--- src/logic/btmc_map.svh ---
`ifndef BTMC_MAP_SVH
`define BTMC_MAP_SVH

// register address on the serial frame (7-bit address field)
`define BTMC_ADDR        7'h04
`define BTMC_ADDR_W      7

// field positions inside the 16-bit register
`define BTMC_RSVD_HI     15
`define BTMC_RSVD_LO     8
`define BTMC_FLASH_BIT   7
`define BTMC_LSM_BIT     6
`define BTMC_TXTO_BIT    5
`define BTMC_LIN_HI      4
`define BTMC_LIN_LO      3
`define BTMC_CAN_HI      2
`define BTMC_CAN_LO      0

// reset and forced values
`define BTMC_POR_VAL     8'h00
`define BTMC_RSVD_VAL    8'h00
`define BTMC_SDM_CAN     3'h1
`define BTMC_SDM_LIN     2'h3
`define BTMC_FS_LIN      2'h1
`define BTMC_FS_CAN_LO   2'h1
`define BTMC_RST_CAN_LO  2'h0
`define BTMC_WAKE_CAN_LO 2'h1
`define BTMC_RX_CAN_LO   2'h2
`define BTMC_NRM_CAN_LO  2'h3

`endif

--- src/logic/btmc_pkg.sv ---
`default_nettype none
package btmc_pkg;

   // single wire transceiver modes
   typedef enum logic [1:0] {
      BTMC_LIN_OFF    = 2'b00,
      BTMC_LIN_WAKE   = 2'b01,
      BTMC_LIN_RX     = 2'b10,
      BTMC_LIN_NORMAL = 2'b11
   } btmc_lin_mode_t;

   // the stored register bits 7:0; can keeps raw bits, 101..111 can be written
   typedef struct packed {
      logic           slope_bypass_flash;
      logic           low_slope_select;
      logic           tx_dominant_timeout_enable;
      btmc_lin_mode_t single_wire_transceiver_mode;
      logic [2:0]     hs_transceiver_mode;
   } btmc_reg_t;

endpackage
`default_nettype wire

--- src/logic/btmc_upd_if.sv ---
`default_nettype none
interface btmc_upd_if;
   import btmc_pkg::*;

   btmc_reg_t cur;
   logic      sleep_entry;
   logic      stop_entry;
   logic      system_error_enable_en;
   btmc_reg_t lowpwr;

   modport core (output cur, output sleep_entry, output stop_entry,
                 output system_error_enable_en, input lowpwr);
   modport upd  (input cur, input sleep_entry, input stop_entry,
                 input system_error_enable_en, output lowpwr);
endinterface
`default_nettype wire

--- src/logic/btmc_lowpwr_update.sv ---
`include "btmc_map.svh"
`default_nettype none
module btmc_lowpwr_update
   import btmc_pkg::*;
(
   btmc_upd_if.upd u
);

   // low two bits of the can field decide; the msb is never touched
   wire [1:0] can_lo     = u.cur.hs_transceiver_mode[1:0];
   wire       can_msb    = u.cur.hs_transceiver_mode[2];
   wire       is_normal  = (can_lo == `BTMC_NRM_CAN_LO);
   wire       is_rx      = (can_lo == `BTMC_RX_CAN_LO);

   // normal falls back to wake only when system error is off
   wire       nrm_to_wk  = u.sleep_entry & ~u.system_error_enable_en & is_normal;
   // receive only goes to wake on sleep, stays on stop
   wire       rx_to_wk   = u.sleep_entry & is_rx;
   // wake and off codes fall through untouched
   // only a low-power entry may move the field at all
   wire       lp_entry   = u.sleep_entry | u.stop_entry;
   wire       go_wake    = lp_entry & (nrm_to_wk | rx_to_wk);
   wire [1:0] nxt_can_lo = go_wake ? `BTMC_WAKE_CAN_LO : can_lo;

   // rebuild the register with the msb carried over as is
   always_comb begin
      u.lowpwr                     = u.cur;
      u.lowpwr.hs_transceiver_mode = {can_msb, nxt_can_lo};
   end

endmodule
`default_nettype wire

--- src/logic/btmc_top.sv ---
// Notes on behaviour
// - upper eight bits read zero, ignore writes
// - bit 7 switches lin slope control off
// - bit 6 selects lin low-slope mode
// - bit 5 enables lin transmit time-out
// - lin mode field, software and device update
// - can mode field, five listed codes
// - restart loads pattern, y from cause
// - device changes can mode msb only on reset load
// - sleep, no system_error_enable, normal becomes wake
// - receive only: sleep wake, stop stays
// - wake or off codes stay unchanged
// - fail-safe forces lin wake and can low bits wake, can msb kept
// - dev mode reset loads can 001 lin 11
`include "btmc_map.svh"
`default_nettype none
module btmc_top
   import btmc_pkg::*;
(
   input  wire logic                     i_mclk,
   input  wire logic                     i_rstn,
   input  wire logic [`BTMC_ADDR_W-1:0]  i_reg_addr,
   input  wire logic                     i_reg_wr,
   input  wire logic [15:0]              i_reg_wdata,
   input  wire logic                     i_reg_rd,
   output logic      [15:0]              o_reg_rdata,
   input  wire logic                     i_soft_reset,
   input  wire logic                     i_restart,
   input  wire logic                     i_restart_lin_hi,
   input  wire logic                     i_failsafe_entry,
   input  wire logic                     i_sleep_entry,
   input  wire logic                     i_stop_entry,
   input  wire logic                     i_system_error_enable,
   input  wire logic                     i_sw_dev_mode,
   output logic                          o_slope_bypass_flash,
   output logic                          o_low_slope_select,
   output logic                          o_tx_dominant_timeout_enable,
   output logic      [1:0]               o_lin_mode,
   output logic      [2:0]               o_can_mode,
   output logic                          o_lin_tx_on,
   output logic                          o_lin_rx_on,
   output logic                          o_lin_wake_on,
   output logic                          o_can_tx_on,
   output logic                          o_can_rx_on,
   output logic                          o_can_wake_on
);

   // stored register, pending power-on load and registered read data
   btmc_reg_t   mode_ff;
   btmc_reg_t   nxt_mode;
   logic        por_pend_ff;
   logic [15:0] rdata_ff;
   logic [15:0] nxt_rdata;

   // registered decoded transceiver enables
   logic        lin_tx_ff;
   logic        lin_rx_ff;
   logic        lin_wk_ff;
   logic        can_tx_ff;
   logic        can_rx_ff;
   logic        can_wk_ff;
   logic        nxt_lin_tx;
   logic        nxt_lin_rx;
   logic        nxt_lin_wk;
   logic        nxt_can_tx;
   logic        nxt_can_rx;
   logic        nxt_can_wk;

   // address decode for the host access
   wire         hit      = (i_reg_addr == `BTMC_ADDR);
   wire         host_wr  = i_reg_wr & hit;
   wire         host_rd  = i_reg_rd & hit;
   wire         low_pwr  = i_sleep_entry | i_stop_entry;

   // host write value: only the low byte is stored
   btmc_reg_t   wr_val;
   assign wr_val = btmc_reg_t'(i_reg_wdata[`BTMC_FLASH_BIT:0]);

   // power-on and soft reset value, with the development mode option
   wire [1:0]   por_lin  = i_sw_dev_mode ? `BTMC_SDM_LIN : 2'h0;
   wire [2:0]   por_can  = i_sw_dev_mode ? `BTMC_SDM_CAN : 3'h0;
   btmc_reg_t   por_val;
   always_comb begin
      por_val                              = btmc_reg_t'(`BTMC_POR_VAL);
      por_val.single_wire_transceiver_mode = btmc_lin_mode_t'(por_lin);
      por_val.hs_transceiver_mode          = por_can;
   end

   // restart pattern xx0y 0x00: x bits held, y from the restart cause
   btmc_reg_t   rst_val;
   always_comb begin
      rst_val                              = mode_ff;
      rst_val.tx_dominant_timeout_enable   = 1'b0;
      rst_val.single_wire_transceiver_mode =
         btmc_lin_mode_t'({i_restart_lin_hi, 1'b0});
      rst_val.hs_transceiver_mode          =
         {mode_ff.hs_transceiver_mode[2], `BTMC_RST_CAN_LO};
   end

   // fail-safe pattern xxx0 1x01: lin left wake capable, can too unless the msb is set
   btmc_reg_t   fs_val;
   always_comb begin
      fs_val                               = mode_ff;
      fs_val.single_wire_transceiver_mode  =
         btmc_lin_mode_t'(`BTMC_FS_LIN);
      // the msb stays with software even here; only the reset load clears it
      fs_val.hs_transceiver_mode           =
         {mode_ff.hs_transceiver_mode[2], `BTMC_FS_CAN_LO};
   end

   // low-power adjustments come from the update module
   btmc_upd_if  upd ();
   assign upd.cur         = mode_ff;
   assign upd.sleep_entry = i_sleep_entry;
   assign upd.stop_entry  = i_stop_entry;
   assign upd.system_error_enable_en   = i_system_error_enable;

   btmc_lowpwr_update u_lowpwr (
      .u (upd.upd)
   );

   // device events win over a host write in the same cycle, since the
   // device must be sure the transceivers can still wake it afterwards
   wire         use_por  = por_pend_ff | i_soft_reset;
   assign nxt_mode = use_por          ? por_val    :
                     i_restart        ? rst_val    :
                     i_failsafe_entry ? fs_val     :
                     low_pwr          ? upd.lowpwr :
                     host_wr          ? wr_val     :
                     mode_ff;

   // register state; the strap is caught by a clocked load after release
   always_ff @(posedge i_mclk or negedge i_rstn) begin
      if (!i_rstn) begin
         mode_ff     <= btmc_reg_t'(`BTMC_POR_VAL);
         por_pend_ff <= 1'b1;
      end else begin
         mode_ff     <= nxt_mode;
         por_pend_ff <= 1'b0;
      end
   end

   // read data: upper byte always zero, unmapped address reads zero
   assign nxt_rdata = host_rd ? {`BTMC_RSVD_VAL, mode_ff} :
                      i_reg_rd ? 16'h0000 : rdata_ff;

   always_ff @(posedge i_mclk or negedge i_rstn) begin
      if (!i_rstn) begin
         rdata_ff <= 16'h0000;
      end else begin
         rdata_ff <= nxt_rdata;
      end
   end

   // single wire transceiver enables decoded from the next state
   wire [1:0]   n_lin   = nxt_mode.single_wire_transceiver_mode;
   assign nxt_lin_tx = (n_lin == BTMC_LIN_NORMAL);
   assign nxt_lin_rx = (n_lin == BTMC_LIN_NORMAL) |
                       (n_lin == BTMC_LIN_RX);
   assign nxt_lin_wk = (n_lin == BTMC_LIN_WAKE);

   // can enables; any code with the msb set is off, so 100 and the
   // unlisted codes leave the transceiver quiet
   wire [2:0]   n_can   = nxt_mode.hs_transceiver_mode;
   wire         can_ok  = ~n_can[2];
   assign nxt_can_tx = can_ok & (n_can[1:0] == `BTMC_NRM_CAN_LO);
   assign nxt_can_rx = can_ok & n_can[1];
   assign nxt_can_wk = can_ok & (n_can[1:0] == `BTMC_WAKE_CAN_LO);

   // enable flops track the register in the same edge
   always_ff @(posedge i_mclk or negedge i_rstn) begin
      if (!i_rstn) begin
         lin_tx_ff <= 1'b0;
         lin_rx_ff <= 1'b0;
         lin_wk_ff <= 1'b0;
         can_tx_ff <= 1'b0;
         can_rx_ff <= 1'b0;
         can_wk_ff <= 1'b0;
      end else begin
         lin_tx_ff <= nxt_lin_tx;
         lin_rx_ff <= nxt_lin_rx;
         lin_wk_ff <= nxt_lin_wk;
         can_tx_ff <= nxt_can_tx;
         can_rx_ff <= nxt_can_rx;
         can_wk_ff <= nxt_can_wk;
      end
   end

   // field outputs straight from the register
   assign o_slope_bypass_flash         = mode_ff.slope_bypass_flash;
   assign o_low_slope_select           = mode_ff.low_slope_select;
   assign o_tx_dominant_timeout_enable =
      mode_ff.tx_dominant_timeout_enable;
   assign o_lin_mode = mode_ff.single_wire_transceiver_mode;
   assign o_can_mode = mode_ff.hs_transceiver_mode;

   // decoded enables and read data
   assign o_lin_tx_on   = lin_tx_ff;
   assign o_lin_rx_on   = lin_rx_ff;
   assign o_lin_wake_on = lin_wk_ff;
   assign o_can_tx_on   = can_tx_ff;
   assign o_can_rx_on   = can_rx_ff;
   assign o_can_wake_on = can_wk_ff;
   assign o_reg_rdata   = rdata_ff;

endmodule
`default_nettype wire

--- config.mk ---
export PLATFORM = sky130hd
export DESIGN_NAME = btmc_top
export DESIGN_NICKNAME = d
export VERILOG_FILES = /design/src/logic/btmc_pkg.sv /design/src/logic/btmc_upd_if.sv /design/src/logic/btmc_lowpwr_update.sv /design/src/logic/btmc_top.sv
export VERILOG_INCLUDE_DIRS = /design/src /design/src/logic
export SDC_FILE = /design/constraint.sdc
export NUM_CORES = 1
export LEC_CHECK = 0
export ABC_AREA = 1
export CAP_MARGIN = 15
export CORE_UTILIZATION = 47
export CTS_CLUSTER_SIZE = 24
export DETAILED_ROUTE_END_ITERATION = 10
export DONT_BUFFER_PORTS = 1
export GPL_TIMING_DRIVEN = 0
export PLACE_DENSITY = 0.66
export SLEW_MARGIN = 20
export SYNTH_ARGS = -nofsm -noshare
export SYNTH_HDL_FRONTEND = slang
export SYNTH_SLANG_ARGS = --single-unit
export TNS_END_PERCENT = 10
--- constraint.sdc ---
create_clock -name i_mclk -period 1.5 [get_ports i_mclk]
set_input_delay 0.075 -clock i_mclk [delete_from_list [all_inputs] [get_ports i_mclk]]
set_output_delay 0.075 -clock i_mclk [all_outputs]
set_load 0.01 [all_outputs]
== Word-level counts from Yosys, hierarchy flattened ==
Index checks and enable logic that the tools add are counted.
Widths: inputs -> output; s select.

* Register bits: 31
* Logic and storage cells: 56
* Output and inout port bits: 30

* Mux-type cells: 10
* Bitwise gates (word level): 15
* Equality and inequality tests: 13
* Reduce and logical (&&, ||, !) cells: 5

{| class="wikitable"
|+ Operators by type and width
! kind !! count
|-
| $mux 8 || 5
|-
| $mux 16 || 2
|-
| $eq 2x2->1 const B || 5
|-
| $and 1x1->1 || 9
|-
| $eq 7x3->1 const B || 1
|-
| $ne 2x1->1 const B || 3
|-
| $ne 3x2->1 const B || 2
|-
| $eq 2x1->1 const B || 2
|-
| $mux 2 || 2
|-
| $or 1x1->1 || 4
|-
| $reduce_and 4->1 || 1
|-
| $reduce_bool 2->1 || 2
|-
| $reduce_and 3->1 || 1
|-
| $reduce_bool 3->1 || 1
|-
| $not 1->1 || 2
|-
| $mux 1 || 1
|}

== Logic depth before layout (Yosys ltp) ==
* Word-level depth: 12
* Mapped depth: 10
* Depth with buffers taken out: 10

== Cells and area by module ==
A second synthesis with hierarchy kept.

* Cell total of the unflattened synthesis: 156
* Area, all modules: 1275.0 um2

{| class="wikitable"
|+ By module, submodules not included
! module !! instances !! seq. area each (um2) !! cells an instance !! area an instance (um2)
|-
| btmc_top || 1 || 551.8 || 146 || 1206.2
|-
| btmc_lowpwr_update || 1 || 0.0 || 10 || 68.8
|}

== Worst setup path after synthesis ==
Ideal clock, no wire load.

* Path kind: register to register
* From: reg por_pend_ff
* To: reg can_rx_ff, in the netlist o_can_rx_on
* Data arrival time: 1054 ps
* Setup slack: 374 ps
* Data required time: 1429 ps
* Period minus slack after synthesis: 1126 ps
* Buffers on the path: 0
* Stages on the path, launching flop included: 10
* Setup time: 71 ps
* Path through: dfstp_2 > nor2_4 > inv_2 > nor2_4 > nand2_2 > nor2_2 > nand2_2 > nor2_4 > inv_2 > nor2_1

{| class="wikitable"
|+ RTL lines
! element !! RTL line !! RTL
|-
| start, declared || btmc_top.sv:51 || <nowiki>logic por_pend_ff;</nowiki>
|-
| start signal, assigned || btmc_top.sv:136 || <nowiki>por_pend_ff <= 1'b1;</nowiki>
|-
| start signal, assigned || btmc_top.sv:139 || <nowiki>por_pend_ff <= 1'b0;</nowiki>
|-
| end signal, assigned || btmc_top.sv:184 || <nowiki>can_rx_ff <= nxt_can_rx;</nowiki>
|-
| end, declared || btmc_top.sv:60 || <nowiki>logic can_rx_ff;</nowiki>
|}

==> run summary <==
result of the run -> completed
startpoint of the worst hold path -> i_failsafe_entry
vias in the first global route -> 945
number of sinks on the clock net -> 22
setup repair after global routing missed its margin -> no
post-route setup TNS -> 0 ns
number of antenna violations at the first check in global routing -> 0
wire length of the first global-routing pass -> 3900 um
vias -> 898
worst reg2reg setup slack -> 0.23 ns
clock-pin slew of the registers on the worst-case setup and hold paths -> 0.13 ns
Leak -> 0.680 nW
fraction of the yosys area taken by sequential cells -> 49.6%
proportion of netlist area held by the largest area contributor -> 47.2%
netlist area before placement -> 1110 um2
maximum number of pins on one net before global-route repair -> 23
Worst Path Required -> 1.74 ns
most used cell, CP -> sky130_fd_sc_hd__nor2_4
largest family of logic cells by synthesized area -> simple AND/OR/NAND/NOR gates
reg-to-reg startpoint -> por_pend_ff
most common library cell in the layout ignoring fill and taps -> sky130_fd_sc_hd__inv_1
number of instances in the synthesized netlist -> 136
final net count -> 197
DRT Wirelength -> 2260 um
Critical Path End Type -> flop
growth of design area from synthesis to finish -> 19.5%
cell at the root of the clock tree -> sky130_fd_sc_hd__clkbuf_4
per-cell routed wire length -> 12.0 um
post-synthesis compound-gate area fraction -> 6.41%
Reg area -> 552 um2
terminating pin of the worst hold path -> o_tx_dominant_timeout_enable
cell breakdown of the critical path -> nor2_4, inv_2, nor2_4, nand2_2, nor2_2, nand2_2, nor2_4, inv_2, nor2_1
area of the placeable core -> 2210 um2
net switching share of the total power -> 25.6%
type of the worst setup path -> reg -> reg
crit path DAT -> 1.52 ns
number of buffers added for setup after CTS -> 0
Warnings, synthesis -> 0
final hold slack -> 0.00158 ns
crit path launch type -> flop
Die Y-Extent -> 50.7 um
fraction of layout cells with a size suffix above 1 -> 16.8%
Seq pwr share -> 60.5%
Avg Inst Size Synth -> 8.18 um2
clock buffers created by TritonCTS -> 3
post-route minimum period -> 1.27 ns
most area-consuming cells after synthesis -> sky130_fd_sc_hd__dfrtp_1, sky130_fd_sc_hd__inv_1, sky130_fd_sc_hd__nand2_1
first-pass iteration count of the detailed router -> 4
H-tree depth -> 1
maximum achievable frequency -> 0.786 GHz
fin util -> 60.1%
violation count after the first detailed-route iteration -> 12
worst stage delay on the critical path -> 0.39 ns
worst clock skew -> 0.0109 ns
commonest non-fill, non-tap cells in the layout -> sky130_fd_sc_hd__inv_1, sky130_fd_sc_hd__nand2_1, sky130_fd_sc_hd__dfrtp_1
total of flip-flops plus latches after synthesis -> 22
final hold violation count -> 0
all-layer global routing usage -> 20.6%
maximum buffer depth of the clock tree -> 2
fillers -> 221
power density over cell area -> 776 nW/um2
horizontal die dimension -> 50.7 um
cell count of the worst hold path -> 3
cell with the largest stage delay on the worst path -> sky130_fd_sc_hd__dfstp_2
DIE AREA -> 2570 um2
I/O pin count -> 65
Finish-stage setup viols -> 0
multi-input combinational cell area -> 410 um2
Total Power -> 0.00103 W
number of pins with negative max-slew slack in the final report -> 0
Final GP Congestion -> 0.809
FF-to-FF End -> o_can_tx_on
worst reg2reg path depth -> 9
post-synthesis mux area share -> 0%
worst min-delay path category -> in -> reg
Antenna Diode Count -> 0
CP max FO -> 5
input/output buffers -> 0
Unique masters post-synth -> 20
clock network latency to the later pin of the worst-skew pair -> 0.31 ns
library cell with the largest summed area after synthesis -> sky130_fd_sc_hd__dfrtp_1
simple logic cell fraction of the synthesized area -> 27.4%
post-synthesis share of cell area spent on full adders, half adders and majority gates -> 0%
number of rows created at floorplan -> 17
Tcrit/Tclk final -> 84.8%
count of max-cap constraint violations -> 0
Combinational Power Share -> 12.2%
grt ovf -> 0
Pint -> 0.000767 W
maximum resistive drop on vdd -> 0.000480 V
switching power total -> 0.000264 W
share of the synthesized netlist area taken by xor and xnor gates -> 0%
average vias per placed instance -> 4.75
post-DP HPWL -> 1750 um
number of routed nets with antenna violations -> 0
share of power burned in the clock network -> 27.4%
drc violations -> 0
CTS tree -> yes
initial core utilization -> 50.3%
cells in the mapped netlist:
cell type / instances
sky130_fd_sc_hd__inv_1: 26
sky130_fd_sc_hd__o22ai_1: 4
sky130_fd_sc_hd__nand2_1: 24
sky130_fd_sc_hd__nor2_2: 2
sky130_fd_sc_hd__nor2_1: 11
sky130_fd_sc_hd__nand3_1: 14
sky130_fd_sc_hd__dfrtp_1: 21
sky130_fd_sc_hd__o21ai_1: 1
sky130_fd_sc_hd__o21ai_0: 5
sky130_fd_sc_hd__clkbuf_1: 1
sky130_fd_sc_hd__dfstp_2: 1
sky130_fd_sc_hd__nor2_4: 5
sky130_fd_sc_hd__conb_1: 1
sky130_fd_sc_hd__nand2_2: 2
sky130_fd_sc_hd__a21oi_1: 2
sky130_fd_sc_hd__inv_2: 3
sky130_fd_sc_hd__nand4_1: 2
sky130_fd_sc_hd__a31oi_1: 1
sky130_fd_sc_hd__buf_4: 9
sky130_fd_sc_hd__nand3_2: 1
per-layer routing:
metal	global-route usage [%]	up-vias	routed length, um
li1	-	452	-
met1	24.1	403	940
met2	34.9	36	1090
met3	5.15	7	179
met4	10.2	0	49
met5	0	-	0
per-stage QoR:
step,instances,cell area (um2),setup WS [ns]
after global routing,189,1330,0.133
after CTS,188,1320,0.218
after floorplan,144,1140,0.374
final,189,1330,0.228
after detailed placement,172,1180,0.236
after global placement,172,1180,0.244
state kept, by name, indices dropped and copies added, names as in the netlist:
register / count
o_reg_rdata: 8
o_can_wake_on: 1
por_pend_ff: 1
o_slope_bypass_flash: 1
o_can_tx_on: 1
o_lin_wake_on: 1
o_lin_mode: 1
o_lin_tx_on: 1
o_can_rx_on: 1
o_can_mode: 3
o_tx_dominant_timeout_enable: 1
o_low_slope_select: 1
o_lin_rx_on: 1
cells by family after synthesis:
kind of cell,after synthesis
AO/OA/AOI/OAI,13
buffers and inverters,39
flip-flops,22
other,1
AND/OR/NAND/NOR,61
worst max path at each step:
| stage | depth (start not counted) | to | from |
|---|---|---|---|
| after global placement | 9 | o_can_rx_on | por_pend_ff |
| after global routing | 9 | o_lin_tx_on | por_pend_ff |
| final | 9 | o_can_tx_on | por_pend_ff |
| after CTS | 9 | o_can_rx_on | por_pend_ff |
| after floorplan | 9 | o_can_rx_on | por_pend_ff |
| after detailed placement | 9 | o_can_rx_on | por_pend_ff |
critical path, delay by kind of cell (launching register included):
family	cells	cell delay [ns]
flops	1	0.39
simple gates	7	0.71
buf+inv	2	0.11
power by group through the flow:
stage	Combinational [W]	Clock, W	Sequential (W)
after floorplan	0.0000761	0	0.000632
after CTS	0.000125	0.000286	0.000624
final	0.000125	0.000282	0.000624
after global routing	0.000144	0.000305	0.000626
after detailed placement	0.0000850	0	0.000636
after global placement	0.0000834	0	0.000636
repair_timing:
item	CTS	global route
hold endpoints to repair	37	21
hold buffers	12	1
gates resized for setup	0	0
final cells by class:
class	instances	share of cell area (%)
timing repair buffer	13	9.42
tap	28	2.64
clock buffer	4	1.98
multi-input combinational	83	30.9
inverter	29	8.19
buffer	10	5.37
sequential	22	41.5
Note: power is estimated with default switching activity, not from simulation.
